===== src/logic/racc_pkg.sv =====
// Constants and types of the auxiliary configuration command handler
package racc_pkg;
   localparam int unsigned CLK_HZ = 20000000;
   localparam int unsigned BAUD_RATE = 9600;
   localparam int unsigned BIT_CYC = CLK_HZ / BAUD_RATE;
   localparam int unsigned BIT_CNT_W = 12;
   localparam int unsigned DATA_BITS = 8;
   localparam int unsigned STOP_BITS = 1;
   localparam int unsigned KEEPALIVE_S = 180;
   localparam int unsigned IDLE_S = 170;
   localparam int unsigned IDLE_CYC = CLK_HZ * IDLE_S;
   localparam int unsigned IDLE_W = 32;
   localparam int unsigned FIELD_CHARS = 20;
   localparam int unsigned MASK_HI = 0;
   localparam int unsigned ADDR_HI = 2;
   localparam int unsigned DATA_HI = 4;
   localparam logic [7:0] CH_0 = 8'h30;
   localparam logic [7:0] CH_1 = 8'h31;
   localparam logic [7:0] CH_2 = 8'h32;
   localparam logic [7:0] CH_3 = 8'h33;
   localparam logic [7:0] CH_6 = 8'h36;
   localparam logic [7:0] CH_7 = 8'h37;
   localparam logic [7:0] CH_8 = 8'h38;
   localparam logic [7:0] CH_9 = 8'h39;
   localparam logic [7:0] CH_A = 8'h41;
   localparam logic [7:0] CH_F = 8'h46;
   localparam logic [7:0] CH_LA = 8'h61;
   localparam logic [7:0] CH_LF = 8'h66;
   localparam logic [7:0] CH_HASH = 8'h23;
   localparam logic [7:0] CH_CR = 8'h0d;
   localparam logic [7:0] CH_SP = 8'h20;
   localparam logic [3:0] HEX_A_VAL = 4'ha;
   localparam logic [1:0] REPORT_OFF = 2'h0;
   localparam logic [63:0] CMP_BYTES_RST = 64'h0;
   localparam logic [7:0] MASK_RST = 8'h0;
   localparam logic [7:0] ADDR_RST = 8'h0;
   typedef enum logic [5:0] {
      ST_IDLE = 6'h01,
      ST_D1 = 6'h02,
      ST_D2 = 6'h04,
      ST_D3 = 6'h08,
      ST_FIELD = 6'h10,
      ST_SKIP = 6'h20
   } racc_state_t;
   typedef enum logic [1:0] {
      CMD_NONE = 2'h0,
      CMD_FILTER = 2'h1,
      CMD_INPUT = 2'h2,
      CMD_STATUS = 2'h3
   } racc_cmd_t;
endpackage


===== src/logic/racc_cmd.sv =====
// Command parser, filter storage, input change and keep-alive generator
//
// Overview of operation
// - Filter command: code, two mask chars, two address chars, sixteen data chars.
// - Mask bit 7 selects first compare byte, bit 0 selects the eighth.
// - Two-bit report option: 820 off (default), 821 a, 822 b, 823 both.
// - Change on a watched input makes a status message on tag report path.
// - With auxiliary info on, report carries current sampled sense inputs.
// - Command 830 turns periodic status report off; off is the default.
// - Command 831 enables status report after an idle interval without messages.
// - Idle interval keeps host message gap under three minutes.
// - Serial link framing is 9600 baud, 8N1, no flow control.
`timescale 1ns/1ns
module racc_cmd
   import racc_pkg::*;
(
   input wire logic CLK_SYS_I,
   input wire logic RESETN_I,
   input wire logic [7:0] RX_CHAR_I,
   input wire logic RX_VALID_I,
   input wire logic SENSE_IN_A_I,
   input wire logic SENSE_IN_B_I,
   input wire logic AUX_INFO_EN_I,
   input wire logic MSG_SENT_I,
   output logic [7:0] COMPARE_BYTE_MASK_O,
   output logic [7:0] COMPARE_START_ADDR_O,
   output logic [63:0] COMPARE_BYTES_O,
   output logic [1:0] INPUT_REPORT_SEL_O,
   output logic STATUS_REPORT_EN_O,
   output logic [1:0] SENSE_STATUS_O,
   output logic INPUT_CHANGE_REQ_O,
   output logic STATUS_REPORT_REQ_O,
   output logic DONE_O,
   output logic ERROR_O,
   output logic [15:0] BAUD_DIV_O
);
   import racc_pkg::*;

   // Serial framing is fixed; the UART that uses these lives outside
   assign BAUD_DIV_O = 16'(BIT_CYC);

   racc_state_t state, next_state;
   racc_cmd_t cmd, next_cmd;
   logic [4:0] cnt, next_cnt;
   logic bad, next_bad;
   logic [79:0] shreg, next_shreg;
   logic [7:0] mask, next_mask;
   logic [7:0] addr, next_addr;
   logic [63:0] cmp, next_cmp;
   logic [1:0] rsel, next_rsel;
   logic sten, next_sten;
   logic done, next_done;
   logic err, next_err;
   logic [2:0] sync_a, sync_b;
   logic [1:0] seen, next_seen;
   logic [1:0] sense_out, next_sense_out;
   logic chg, next_chg;
   logic [IDLE_W-1:0] idle, next_idle;
   logic keep, next_keep;
   logic [1:0] sense_now;
   logic is_hex;
   logic [3:0] hex_val;
   logic eol;

   always_comb begin
      is_hex = 1'b1;
      hex_val = 4'h0;
      if (RX_CHAR_I >= CH_0 && RX_CHAR_I <= CH_9) begin
         hex_val = 4'(RX_CHAR_I - CH_0);
      end else if (RX_CHAR_I >= CH_A && RX_CHAR_I <= CH_F) begin
         hex_val = 4'(RX_CHAR_I - CH_A) + HEX_A_VAL;
      end else if (RX_CHAR_I >= CH_LA && RX_CHAR_I <= CH_LF) begin
         hex_val = 4'(RX_CHAR_I - CH_LA) + HEX_A_VAL;
      end else begin
         is_hex = 1'b0;
      end
   end

   assign eol = (RX_CHAR_I == CH_CR);

   // Command parser: '#' opens a command, carriage return closes it
   always_comb begin
      next_state = state;
      next_cmd = cmd;
      next_cnt = cnt;
      next_bad = bad;
      next_shreg = shreg;
      next_mask = mask;
      next_addr = addr;
      next_cmp = cmp;
      next_rsel = rsel;
      next_sten = sten;
      next_done = 1'b0;
      next_err = 1'b0;
      if (RX_VALID_I) begin
         if (RX_CHAR_I == CH_HASH) begin
            next_state = ST_D1;
            next_cmd = CMD_NONE;
            next_cnt = 5'h0;
            next_bad = 1'b0;
         end else begin
            unique case (state)
               ST_IDLE: begin
               end
               ST_D1: begin
                  next_state = (RX_CHAR_I == CH_6 || RX_CHAR_I == CH_8) ? ST_D2 : ST_SKIP;
                  next_cmd = (RX_CHAR_I == CH_6) ? CMD_FILTER : CMD_INPUT;
               end
               ST_D2: begin
                  next_state = ST_SKIP;
                  if (cmd == CMD_FILTER && RX_CHAR_I == CH_9) begin
                     next_state = ST_D3;
                  end else if (cmd == CMD_INPUT && RX_CHAR_I == CH_2) begin
                     next_state = ST_FIELD;
                  end else if (cmd == CMD_INPUT && RX_CHAR_I == CH_3) begin
                     next_state = ST_FIELD;
                     next_cmd = CMD_STATUS;
                  end
               end
               ST_D3: begin
                  next_state = (RX_CHAR_I == CH_7) ? ST_FIELD : ST_SKIP;
               end
               ST_FIELD: begin
                  if (eol) begin
                     next_state = ST_IDLE;
                     if (cmd == CMD_FILTER) begin
                        if (!bad && cnt == 5'(FIELD_CHARS)) begin
                           next_mask = shreg[79:72];
                           next_addr = shreg[71:64];
                           // Byte 0 (first sent) sits in the top lane so mask
                           // bit 7 and byte lane 7 line up
                           next_cmp = shreg[63:0];
                           next_done = 1'b1;
                        end else begin
                           next_err = 1'b1;
                        end
                     end else if (cmd == CMD_INPUT) begin
                        if (!bad && cnt == 5'h1 && shreg[3:2] == 2'h0) begin
                           next_rsel = shreg[1:0];
                           next_done = 1'b1;
                        end else begin
                           next_err = 1'b1;
                        end
                     end else begin
                        if (!bad && cnt == 5'h1 && shreg[3:1] == 3'h0) begin
                           next_sten = shreg[0];
                           next_done = 1'b1;
                        end else begin
                           next_err = 1'b1;
                        end
                     end
                  end else if (RX_CHAR_I != CH_SP) begin
                     if (!is_hex) begin
                        next_bad = 1'b1;
                     end
                     if (cnt != 5'(FIELD_CHARS)) begin
                        next_cnt = cnt + 5'h1;
                     end else begin
                        next_bad = 1'b1;
                     end
                     next_shreg = {shreg[75:0], hex_val};
                  end
               end
               ST_SKIP: begin
                  // Other command groups belong to other handlers
                  if (eol) begin
                     next_state = ST_IDLE;
                  end
               end
               default: begin
                  next_state = ST_IDLE;
               end
            endcase
         end
      end
   end

   always_ff @(posedge CLK_SYS_I or negedge RESETN_I) begin
      if (!RESETN_I) begin
         state <= ST_IDLE;
         cmd <= CMD_NONE;
         cnt <= 5'h0;
         bad <= 1'b0;
         shreg <= 80'h0;
         mask <= MASK_RST;
         addr <= ADDR_RST;
         cmp <= CMP_BYTES_RST;
         rsel <= REPORT_OFF;
         sten <= 1'b0;
         done <= 1'b0;
         err <= 1'b0;
      end else begin
         state <= next_state;
         cmd <= next_cmd;
         cnt <= next_cnt;
         bad <= next_bad;
         shreg <= next_shreg;
         mask <= next_mask;
         addr <= next_addr;
         cmp <= next_cmp;
         rsel <= next_rsel;
         sten <= next_sten;
         done <= next_done;
         err <= next_err;
      end
   end

   // Sense inputs: three stages, a change counts when stages two and three agree
   always_ff @(posedge CLK_SYS_I or negedge RESETN_I) begin
      if (!RESETN_I) begin
         sync_a <= 3'h0;
         sync_b <= 3'h0;
      end else begin
         sync_a <= {sync_a[1:0], SENSE_IN_A_I};
         sync_b <= {sync_b[1:0], SENSE_IN_B_I};
      end
   end

   always_comb begin
      sense_now = seen;
      if (sync_a[1] == sync_a[2]) begin
         sense_now[0] = sync_a[2];
      end
      if (sync_b[1] == sync_b[2]) begin
         sense_now[1] = sync_b[2];
      end
      next_seen = sense_now;
      // Only watched inputs raise a report; the selection taking effect now decides,
      // so a report never comes out just after reporting was switched off
      next_chg = |((sense_now ^ seen) & next_rsel);
      next_sense_out = AUX_INFO_EN_I ? sense_now : 2'h0;
   end

   // Keep-alive timer; margin below three minutes covers report queueing
   always_comb begin
      next_idle = idle;
      next_keep = 1'b0;
      // A disable arriving in the same cycle must not let one last report out
      if (!sten || !next_sten || MSG_SENT_I || INPUT_CHANGE_REQ_O) begin
         next_idle = '0;
      end else if (idle == IDLE_W'(IDLE_CYC - 1)) begin
         next_idle = '0;
         next_keep = 1'b1;
      end else begin
         next_idle = idle + 1'b1;
      end
   end

   always_ff @(posedge CLK_SYS_I or negedge RESETN_I) begin
      if (!RESETN_I) begin
         seen <= 2'h0;
         sense_out <= 2'h0;
         chg <= 1'b0;
         idle <= '0;
         keep <= 1'b0;
      end else begin
         seen <= next_seen;
         sense_out <= next_sense_out;
         chg <= next_chg;
         idle <= next_idle;
         keep <= next_keep;
      end
   end

   assign COMPARE_BYTE_MASK_O = mask;
   assign COMPARE_START_ADDR_O = addr;
   assign COMPARE_BYTES_O = cmp;
   assign INPUT_REPORT_SEL_O = rsel;
   assign STATUS_REPORT_EN_O = sten;
   assign SENSE_STATUS_O = sense_out;
   assign INPUT_CHANGE_REQ_O = chg;
   assign STATUS_REPORT_REQ_O = keep;
   assign DONE_O = done;
   assign ERROR_O = err;
endmodule


===== config.mk =====
export PLATFORM = sky130hd
export DESIGN_NAME = racc_cmd
export DESIGN_NICKNAME = d
export VERILOG_FILES = /design/src/logic/racc_pkg.sv /design/src/logic/racc_cmd.sv
export SDC_FILE = /design/constraint.sdc
export NUM_CORES = 1
export LEC_CHECK = 0
export BUFFER_PORTS_ARGS = -buffer_cell sky130_fd_sc_hd__buf_2
export CORE_AREA = 2 2 169 171
export CTS_CLUSTER_DIAMETER = 100
export DETAILED_ROUTE_END_ITERATION = 10
export DIE_AREA = 0 0 171 173
export GPL_TIMING_DRIVEN = 0
export HOLD_SLACK_MARGIN = 0.08
export PLACE_DENSITY = 0.58
export SYNTH_ARGS = -nofsm -noshare
export SYNTH_HDL_FRONTEND = slang
export SYNTH_SLANG_ARGS = --single-unit

===== constraint.sdc =====
create_clock -name CLK_SYS_I -period 3.5 [get_ports CLK_SYS_I]
set_input_delay 0.875 -clock CLK_SYS_I [delete_from_list [all_inputs] [get_ports CLK_SYS_I]]
set_output_delay 0.875 -clock CLK_SYS_I [all_outputs]
set_load 0.005 [all_outputs]

### Word level (Yosys, flattened, before mapping)

Index checks and enable logic that the tools add are counted.

* register bits: 223
* bits in latches: 0
* bits in writable memories: 0
* memory bits (read-only): 0
* input bits: 15
* logic and storage cells: 167
* memories kept: 0

* add/subtract/negate cells: 7
* multiply operators: 0
* divide/modulo/power cells: 0
* magnitude comparators: 6
* equal/unequal tests: 30
* shift operators: 0
* muxes and demuxes: 70
* bitwise operators: 4
* reductions and logical operators: 31

Operator list (number)
* two-way mux 32 bit: 2
* == test 8 x 6 -> 1 bit (second input constant): 7
* two-way mux 6 bit: 7
* two-way mux 1 bit: 38
* adder 32 x 1 -> 32 bit (second input constant): 1
* == test 32 bit (second input constant): 1
* case mux 6 bit (5 select lines): 1
* two-way mux 2 bit: 13
* two-way mux 5 bit: 5
* AND reduction 5 bit: 4
* >= comparator 8 x 7 -> 1 bit (second input constant): 2
* less-or-equal comparator 8 x 7 -> 1 bit (second input constant): 2
* two-way mux 4 bit: 3
* inequality test 3 bit (second input constant): 4
* subtractor 4 x 1 -> 4 bit (second input constant): 3
* logical AND 1 bit: 10
* adder 4 bit (second input constant): 2
* == test 8 x 4 -> 1 bit (second input constant): 1
* >= comparator 8 x 6 -> 1 bit (second input constant): 1
* less-or-equal comparator 8 x 6 -> 1 bit (second input constant): 1
* inequality test 8 x 6 -> 1 bit (second input constant): 1
* == test 6 x 1 -> 1 bit (second input constant): 1
* == test 6 x 2 -> 1 bit (second input constant): 1
* == test 6 x 3 -> 1 bit (second input constant): 1
* other kinds (26): 36

### Depth between registers and ports, before layout

Gate-level depths: netlist of the first run.

* depth in word-level cells: 15
* mapped depth: 9

### Worst setup path after synthesis of the first run

No wires, ideal clock.

* kind: input port to flip-flop
* from: input port RX_CHAR_I[1]
* to: register cmp[17] (netlist: COMPARE_BYTES_O[17])
* data arrival time: 2.708 ns
* required time: 3.375 ns
* path slack: 0.667 ns
* stages: 7
* path buffers: 1
* cell sequence: inv_1 -> ha_1 -> and4b_1 -> nand4_4 -> nor4_4 -> buf_6 -> mux2_2

* cells in the longest elaborated chain, start to end: 3

Ends and longest elaborated chain
* from (decl): RTL line racc_cmd.sv:19 `input wire logic [7:0] RX_CHAR_I,`
* == test 8 x 6 -> 1 bit: RTL line racc_cmd.sv:96 `if (RX_CHAR_I == CH_HASH) begin`
* inverter 1 bit (no source line)
* AND reduction 6 bit (no source line) *
* to (signal assigned): RTL line racc_cmd.sv:200 `cmp <= next_cmp;`
* to (decl): RTL line racc_cmd.sv:49 `logic [63:0] cmp, next_cmp;`

Mark *: on every way between the ends. The rest lies on a longest branch, timed or not.
A chain may end at the register's enable or synchronous reset.

### Worst setup path in the final report of the first run

* from: input port RX_CHAR_I[1]
* to: register cmp[2] (netlist: COMPARE_BYTES_O[2])

Same word-level chain as after synthesis.

==> impl_metrics.tcl, run 1 <==
set metrics [dict create \
    setup_tns_ns 0 \
    via_per_inst 4.66 \
    routed.top_layer "met4" \
    start_kind "input port" \
    grt_pass1_vias 5837 \
    drv_slew 0 \
    final_area_sq_um 11500 \
    cts_tree "yes" \
    postCtsSetupBuffers 0 \
    synthesis.area_sq_um 9570 \
    placed_area_sq_um 10700 \
    antenna_found_initial 0 \
    clk_latency_ns 0.52 \
    status "finished, final reports clean" \
    drc_errors 0 \
    synth_top_cell_by_area "dfrtp_1" \
    nNetsFinal 894 \
    synth_edf_count 0 \
    ctsResizeCount 0 \
    die_h_microns 173 \
    fin_util_pct 41.8 \
    area_growth_syn_to_layout_pct 20.6 \
    synth_warnings 0 \
    period_minus_slack_ns 2.96 \
    slew_headroom_pct 33.8 \
    hold_ws_ns 0.271 \
    r2r-start "state[1]$_DFFE_PN0P_" \
    worstPathRequired_ns 3.90 \
    skew_ns 0.0153 \
    maxClockFrequency_mhz 338 \
    powerDensity_nw_per_um2 479 \
    wl_met3_microns 806 \
    final.period_utilization_pct 84.5 \
    synthCells 723 \
    clockBufferDepth 3 \
    synth_top_area_share_pct 58.1 \
    hold_viol 0 \
    ys_ff_latch 223 \
    clockRootBuffer "clkbuf_16" \
    dr.pass1.iters 4 \
    clk_pin_slew_ns 0.05 \
    synth-seq-area-share_pct 58.4 \
    cts.sinks 223 \
    num_rows 61 \
    cts_buffers 26 \
    ys.flop_type "dfrtp_1" \
    crit_start "RX_CHAR_I[1]" \
    synthTopCellsByCount "dfrtp_1, mux2_2, nor2_1" \
    port_buffers 103 \
    die-area_sq_um 29600 \
    via_count 5897 \
    fp.dieW_microns 171 \
    diodes 0 \
    coreArea_sq_um 27600 \
    layout.cells.non_filler 1265 \
    gp_congestion 0.803 \
    end_kind "flop" \
    wl_met1_microns 9010 \
    synth.most_common_cell "dfrtp_1" \
    cp_max_fo 10 \
    path_class "input port to flop" \
    drt_iter0_markers 268 \
    start_util_pct 34.6 \
    synth_cell_types 61 \
    grt_max_degree 98 \
    power_leakage_nw 5.72 \
    ios 120 \
    wl_met2_microns 8630 \
    hold_buffers 0 \
    rsz0062_at_grt "false" \
    dpl.hpwl_microns 12900 \
    grt_overflow_total 0 \
    synth_area_leaders "dfrtp_1, mux2_2, nor2_1, xnor2_1, xor2_1" \
    hold_class "input port to asynchronous set/reset pin" \
    drt_wl_total_microns 18800 \
    drive_above_1_share_pct 38.6 \
    grt_usage_pct 12.9 \
    max-vdd-ir-drop_uv 272 \
    tightest_slew_ns 0.986 \
    dp.cells 1220 \
    postSynthAreaPerCell_sq_um 13.2 \
    htreeDepth 1 \
    cp.arrival_ns 3.36 \
    setup_viol 0 \
    grt_pass1_wl_microns 31300 \
    wl_per_cell_microns 14.8 \
    postRouteAntennaNets 0 \
    synthArstFlopShare_pct 100 \
    maxCapViolCount 0 \
]
## critical path: stages
cell     delay [ns]
buf_2          0.14
inv_1          0.10
ha_1           0.22
and4b_1        0.33
nand4_4        0.17
nor4_4         0.89
buf_6          0.26
mux2_2         0.34
## sequential cells by signal, summed over array words and instances, names as in the netlist, 3 cells and up
signal                flops
sync_b                    3
cnt                       5
state                     6
sync_a                    3
shreg                    80
idle                     32
COMPARE_START_ADDR_O      8
COMPARE_BYTES_O          64
COMPARE_BYTE_MASK_O       8
## cell type report
class | instances | area, sq um
clock buffer | 39 | 769
tap | 378 | 473
multi-input combinational | 456 | 3670
fill | 2679 | 16100
inverter | 14 | 52.6
timing repair buffer | 105 | 581
clock inverter | 6 | 98.8
sequential | 223 | 5580
buffer | 44 | 309
## cell families (layout without fill, tap and decap cells)
group / count (synthesis) / count (layout) / share of synthesized area (%)
flip-flops: 223 / 223 / 58.4
AND/OR/NAND/NOR: 189 / 189 / 10.9
multiplexers: 160 / 160 / 18.8
buffers and inverters: 58 / 208 / 3.78
AO/OA/AOI/OAI: 45 / 45 / 3.43
XOR/XNOR: 35 / 35 / 3.20
adder cells (fa/ha/maj): 11 / 11 / 1.39
other: 2 / 16 / 0.0785
## placed cells by master (no fill, tap or decap), types with 3 or more instances in the layout
cell,instances
nand2b_1,4
nor2b_1,4
ha_1,9
nor3b_1,3
nor4_1,10
o21ai_0,8
o2bb2ai_1,3
nor3_1,13
a21oi_1,11
nor2_1,56
xor2_1,15
nor4bb_1,4
or3_1,6
o31ai_1,3
dfrtp_1,222
conb_1,16
clkbuf_1,12
buf_2,115
mux2_2,152
nand4_1,13
mux2_1,7
buf_4,16
xnor2_1,20
nand3b_1,3
nand2_1,29
and4_1,4
clkbuf_16,26
nand3_1,15
clkbuf_8,7
nor4b_1,3
buf_6,9
inv_1,14
and2_1,5
## where the power goes
| part | leakage (nW) | switching (mW) | internal, mW |
|---|---|---|---|
| clock | 0.425 | 1.03 | 1.66 |
| combinational | 2.21 | 0.130 | 0.0845 |
| sequential | 3.09 | 0.0209 | 2.60 |
## worst paths after layout
kind                                                   to  slack (ns)  depth (start not counted)
setup reg to reg           COMPARE_BYTES_O[2]$_DFFE_PN0P_        0.78                          5
max in group asynchronous           shreg[46]$_DFFE_PN0P_        2.40                          2
hold reg to reg                       sync_b[1]$_DFF_PN0_        0.35                          0
hold / removal                       state[3]$_DFFE_PN0P_        0.27                          1
setup / recovery           COMPARE_BYTES_O[2]$_DFFE_PN0P_        0.54                          8
min in group CLK_SYS_I                sync_b[1]$_DFF_PN0_        0.35                          0
## metal layers
metal,vias up,global-route usage [%]
met4,0,3.28
met2,94,20.0
met5,-,0
li1,2830,-
met3,23,2.36
met1,2950,18.6
## through the flow
| stage | worst slack [ns] | total power [mW] |
|---|---|---|
| after floorplan | 0.667 | 2.79 |
| after global placement | -2.45 | 2.88 |
| after detailed placement | 0.0141 | 2.89 |
| after CTS | 0.566 | 5.63 |
| after global routing | 0.394 | 5.76 |
| final | 0.542 | 5.53 |
(Power assumes the default switching activity.)
==> run 2: changes to the inputs <==
==> constraint.sdc (replaced) <==
create_clock -name CLK_SYS_I -period 2.9 [get_ports CLK_SYS_I]
set_input_delay 0.725 -clock CLK_SYS_I [delete_from_list [all_inputs] [get_ports CLK_SYS_I]]
set_output_delay 0.725 -clock CLK_SYS_I [all_outputs]
set_load 0.005 [all_outputs]
==> run 2 against run 1 <==
Effect of this change: critical path type unchanged; global-route usage stayed put; count of clock-buffer cells in the layout stayed put; cell count hardly changed; cell area is 0.28% higher; clock skew hardly changed.
==> impl_metrics.tcl, run 2 (synthesized netlist as in run 1, its figures left out) <==
set metrics [dict create \
    status "finished, final reports clean" \
    gr-usage-met1_pct 18.6 \
    final_common_cell "dfrtp_1" \
    crit_start "RX_CHAR_I[0]" \
    coreArea_sq_um 27600 \
    start_util_pct 34.6 \
    tightest_slew_ns 0.532 \
    wl_per_cell_microns 14.8 \
    finalPower_mw 6.68 \
    ios 120 \
    pwr-share-comb_pct 3.9 \
    maxCapViolCount 0 \
    dpl.hpwl_microns 12900 \
    clk_pin_slew_ns 0.05 \
    r2r-start "idle[0]$_DFF_PN0_" \
    fp.dieW_microns 171 \
    final.period_utilization_pct 91.1 \
    grt_max_degree 98 \
    period_minus_slack_ns 2.64 \
    gr-usage-met3_pct 2.36 \
    cts.sinks 223 \
    pwr-share-clk_pct 48.7 \
    multiInputGateArea_sq_um 3690 \
    placed_area_sq_um 10700 \
    fin_ws_ns 0.259 \
    antenna_found_initial 0 \
    final_area_sq_um 11600 \
    crit_top_cell "buf_2" \
    slew_headroom_pct 64.5 \
    cts_buffers 26 \
    drc_errors 0 \
    largest_register_ffs 80 \
    via_count 5886 \
    powerDensity_nw_per_um2 577 \
    cp_max_fo 10 \
    drv_slew 0 \
    num_rows 61 \
    die-area_sq_um 29600 \
    clockBufferDepth 3 \
    max-vdd-ir-drop_uv 328 \
    worstPathRequired_ns 3.30 \
    drive_above_1_share_pct 38.9 \
    regArea_sq_um 5580 \
    rsz0062_at_grt "false" \
    grt_usage_pct 12.9 \
    switchingPower_mw 1.43 \
    seqPwrFrac_pct 47.4 \
    die_h_microns 173 \
    htreeDepth 1 \
    drt_iter0_markers 269 \
    cp_slowest_cell "nor4bb_1" \
    postRouteAntennaNets 0 \
    grt_pass1_wl_microns 31300 \
    maxClockFrequency_mhz 379 \
    port_buffers 103 \
    cts_tree "yes" \
    preCtsSetupSlack_ns -0.436 \
    gp_congestion 0.803 \
    diodes 0 \
    nNetsFinal 895 \
    clk_latency_ns 0.53 \
    internal_power_mw 5.25 \
    dr.pass1.iters 4 \
    drt_wl_total_microns 18700 \
    clockRootBuffer "clkbuf_16" \
    start_kind "input port" \
    cp_slowest_stage_delay_ns 0.39 \
    end_kind "flop" \
    p_sw_share_pct 21.4 \
    final_cell_mix "dfrtp_1, mux2_2, buf_2" \
    skew_ns 0.0154 \
    cp_cell_sequence "buf_2, inv_1, ha_1, nor4bb_1, nor3_1, o21bai_1, buf_2, buf_2, mux2_2" \
    area_growth_syn_to_layout_pct 21.0 \
    hold_viol 0 \
    grt_overflow_total 0 \
    critical-path-top-delay-family "buffers and inverters" \
    cp_num_buf_inv 4 \
    power_leakage_nw 5.73 \
    hold_class "input port to asynchronous set/reset pin" \
    path_class "input port to flop" \
    use_met2_pct 20.0 \
    setup_viol 0 \
    gr-max-usage-layer "met2" \
    num-fill-cells 2675 \
    top_register "shreg" \
    grt_pass1_vias 5837 \
    cp.arrival_ns 3.04 \
    via_per_inst 4.65 \
]
run 2: cell types whose count changed in the layout (fill, tap and decap cells not counted):
cell | before | now
nor4b_1 | 3 | 2
nor4b_2 | 0 | 1
nor4bb_1 | 4 | 3
nor4bb_2 | 0 | 1
buf_12 | 0 | 1
run 2: worst paths after layout:
kind / depth (start not counted) / endpoint / slack, ns
max: 9 / shreg[73]$_DFFE_PN0P_ / 0.26
min: 1 / state[3]$_DFFE_PN0P_ / 0.13
max reg2reg: 9 / idle[18]$_DFF_PN0_ / 0.45
min reg2reg: 0 / sync_b[1]$_DFF_PN0_ / 0.35
max in group asynchronous: 2 / shreg[46]$_DFFE_PN0P_ / 1.94
min in group CLK_SYS_I: 1 / sync_b[0]$_DFF_PN0_ / 0.32
run 2: layer usage:
layer	up-vias	share of wire, %
met3	23	4.2
met5	-	0
met4	0	1.6
li1	2832	-
met1	2940	48
met2	91	46
run 2: per-stage QoR:
stage | TNS (ns) | hold WS (ns) | util [%] | std cells
2_1_floorplan | 0 | 0.331 | - | 737
3_3_place_gp | -694.67 | 0.334 | 38.4 | 1218
3_5_place_dp | -57.18 | 0.338 | 38.6 | 1220
4_1_cts | 0 | 0.121 | 41.8 | 1265
5_1_grt | 0 | 0.135 | 41.9 | 1266
6_report | 0 | 0.128 | 41.9 | 1266
run 2: repair_timing:
| item | CTS | global route |
|---|---|---|
| endpoints found under the setup margin | 0 | 116 |
| setup buffers | 0 | 1 |
| hold buffers | 0 | 0 |
| gates resized for setup | 0 | 2 |
run 2: cell type report:
cell class | instances | share of cell area [%]
buffer | 44 | 2.67
clock buffer | 39 | 6.65
clock inverter | 6 | 0.854
inverter | 14 | 0.454
multi-input combinational | 456 | 31.9
sequential | 223 | 48.2
tap | 378 | 4.09
timing repair buffer | 106 | 5.19
run 2: power groups by stage:
stage	Combinational, mW	Clock [mW]	Sequential [mW]
after floorplan	0.148	0	3.22
after global placement	0.251	0	3.22
after detailed placement	0.263	0	3.22
after CTS	0.264	3.37	3.17
after global routing	0.293	3.49	3.17
final	0.260	3.25	3.17
==> run 3: changes to the inputs <==
--- a/config.mk
+++ b/config.mk
@@ -13,6 +13,7 @@
 export GPL_TIMING_DRIVEN = 0
 export HOLD_SLACK_MARGIN = 0.08
 export PLACE_DENSITY = 0.58
+export RECOVER_POWER = 25
 export SYNTH_ARGS = -nofsm -noshare
 export SYNTH_HDL_FRONTEND = slang
 export SYNTH_SLANG_ARGS = --single-unit
==> run 3 against run 2 <==
Effect of this change: critical path depth stayed put; first-iteration DRC count stayed put; power hardly changed; core utilization is 0.11 points lower; sequential cell count stayed put; sequential share of layout area is 0.13 points higher; count of clock-buffer cells in the layout stayed put; combinational power is 2% lower; routed wire length hardly changed; clock power hardly changed; die area stayed put.
==> impl_metrics.tcl, run 3 (synthesized netlist as in run 1, its figures left out) <==
set metrics [dict create \
    status "finished, final reports clean" \
    top_register "shreg" \
    ios 120 \
    via_per_inst 4.66 \
    hold_buffers 0 \
    path_class "input port to flop" \
    dr.pass1.iters 4 \
    area_growth_syn_to_layout_pct 20.7 \
    diodes 0 \
    rsz0062_at_grt "false" \
    clk_pin_slew_ns 0.05 \
    grt_usage_pct 12.9 \
    port_buffers 103 \
    reg2reg_to "idle[18]$_DFF_PN0_" \
    drt_wl_total_microns 18700 \
    final_cell_mix "dfrtp_1, mux2_2, buf_2" \
    drive_above_1_share_pct 38.9 \
    cp.depth 9 \
    maxClockFrequency_mhz 379 \
    cp_slowest_cell "nor4bb_1" \
    hold_ws_ns 0.315 \
    cts.sinks 223 \
    clockBufferDepth 3 \
    powerDensity_nw_per_um2 578 \
    final.period_utilization_pct 91.1 \
    end_kind "flop" \
    drv_slew 0 \
    r2r_slack_ns 0.46 \
    fp.dieW_microns 171 \
    gp_congestion 0.803 \
    cp_slowest_stage_delay_ns 0.39 \
    htreeDepth 1 \
    hold_viol 0 \
    setup_viol 0 \
    grt_overflow_total 0 \
    coreArea_sq_um 27600 \
    crit_top_cell "buf_2" \
    layout.cells.non_filler 1266 \
    endpoint "shreg[73]$_DFFE_PN0P_" \
    hold_class "input port to flop" \
    skew_ns 0.0149 \
    setup_tns_ns 0 \
    die_h_microns 173 \
    cts_buffers 26 \
    rr_worst_depth 9 \
    cp_num_buf_inv 4 \
    max-vdd-ir-drop_uv 329 \
    r2r-start "idle[0]$_DFF_PN0_" \
    final_common_cell "dfrtp_1" \
    cp.arrival_ns 3.04 \
    nNetsFinal 895 \
    clk_latency_ns 0.53 \
    power_leakage_nw 5.72 \
    grt_pass1_wl_microns 31300 \
    cp_cell_sequence "buf_2, inv_1, ha_1, nor4bb_1, nor3_1, o21bai_1, buf_2, buf_2, mux2_2" \
    critical-path-top-delay-family "buffers and inverters" \
    maxCapViolCount 0 \
    cts_tree "yes" \
    wl_per_cell_microns 14.8 \
    worstPathRequired_ns 3.30 \
    period_minus_slack_ns 2.64 \
    crit_start "RX_CHAR_I[0]" \
    die-area_sq_um 29600 \
    start_kind "input port" \
    start_util_pct 34.6 \
    num_rows 61 \
    drc_errors 0 \
    grt_pass1_vias 5837 \
    largest_register_ffs 80 \
    antenna_found_initial 0 \
    slew_headroom_pct 10.8 \
    tightest_slew_ns 1.34 \
    clockRootBuffer "clkbuf_16" \
    cp_max_fo 10 \
    dpl.hpwl_microns 12900 \
    via_count 5896 \
    dp.cells 1220 \
    grt_max_degree 98 \
    drt_iter0_markers 269 \
    postRouteAntennaNets 0 \
]
## run 3: changes by cell type in the layout (fill, tap and decap cells not counted), sizes merged
cell / change
buf: -2
clkbuf: +2
## run 3: worst min-delay path by stage
| stage | from | to | depth (start not counted) |
|---|---|---|---|
| after floorplan | sync_a[0]$_DFF_PN0_ | sync_a[1]$_DFF_PN0_ | 0 |
| after global placement | sync_a[0]$_DFF_PN0_ | sync_a[1]$_DFF_PN0_ | 0 |
| after detailed placement | sync_a[0]$_DFF_PN0_ | sync_a[1]$_DFF_PN0_ | 0 |
| after CTS | RESETN_I | state[3]$_DFFE_PN0P_ | 1 |
| after global routing | SENSE_IN_B_I | sync_b[0]$_DFF_PN0_ | 1 |
| final | SENSE_IN_B_I | sync_b[0]$_DFF_PN0_ | 1 |
## run 3: repair_timing
item                                    4_1_cts  5_1_grt
endpoints found under the setup margin        0      116
setup buffers                                 0        1
gates resized for setup                       0        2
## run 3: layer usage
metal / routed length (microns) / share of wire [%] / global-route usage, %
met1: 8970 / 48 / 18.6
met4: 303 / 1.6 / 3.28
met5: 0 / 0 / 0
met2: 8640 / 46 / 20.0
met3: 823 / 4.4 / 2.36
## run 3: where the power goes
| part | internal (mW) | total [mW] | switching (mW) | leakage, nW |
|---|---|---|---|---|
| logic | 0.0984 | 0.255 | 0.157 | 2.21 |
| registers | 3.14 | 3.17 | 0.0253 | 3.09 |
| clock network | 2.00 | 3.25 | 1.25 | 0.425 |
| total | 5.24 | 6.67 | 1.43 | 5.72 |
## run 3: cell type report
type / count / area, sq um
clock buffer: 39 / 769
tap: 378 / 473
multi-input combinational: 456 / 3690
fill: 2678 / 16100
sequential: 223 / 5580
buffer: 44 / 309
timing repair buffer: 106 / 571
clock inverter: 6 / 98.8
inverter: 14 / 52.6
## run 3: per-stage QoR
| step | setup slack (ns) | total power, mW | util, % | cell area (sq um) |
|---|---|---|---|---|
| 2_1_floorplan | 0.217 | 3.37 | - | 9620 |
| 6_report | 0.259 | 6.67 | 41.8 | 11500 |
| 5_1_grt | 0.0378 | 6.95 | 41.8 | 11500 |
| 4_1_cts | 0.116 | 6.80 | 41.8 | 11500 |
| 3_3_place_gp | -2.90 | 3.47 | 38.4 | 10600 |
| 3_5_place_dp | -0.436 | 3.49 | 38.6 | 10700 |
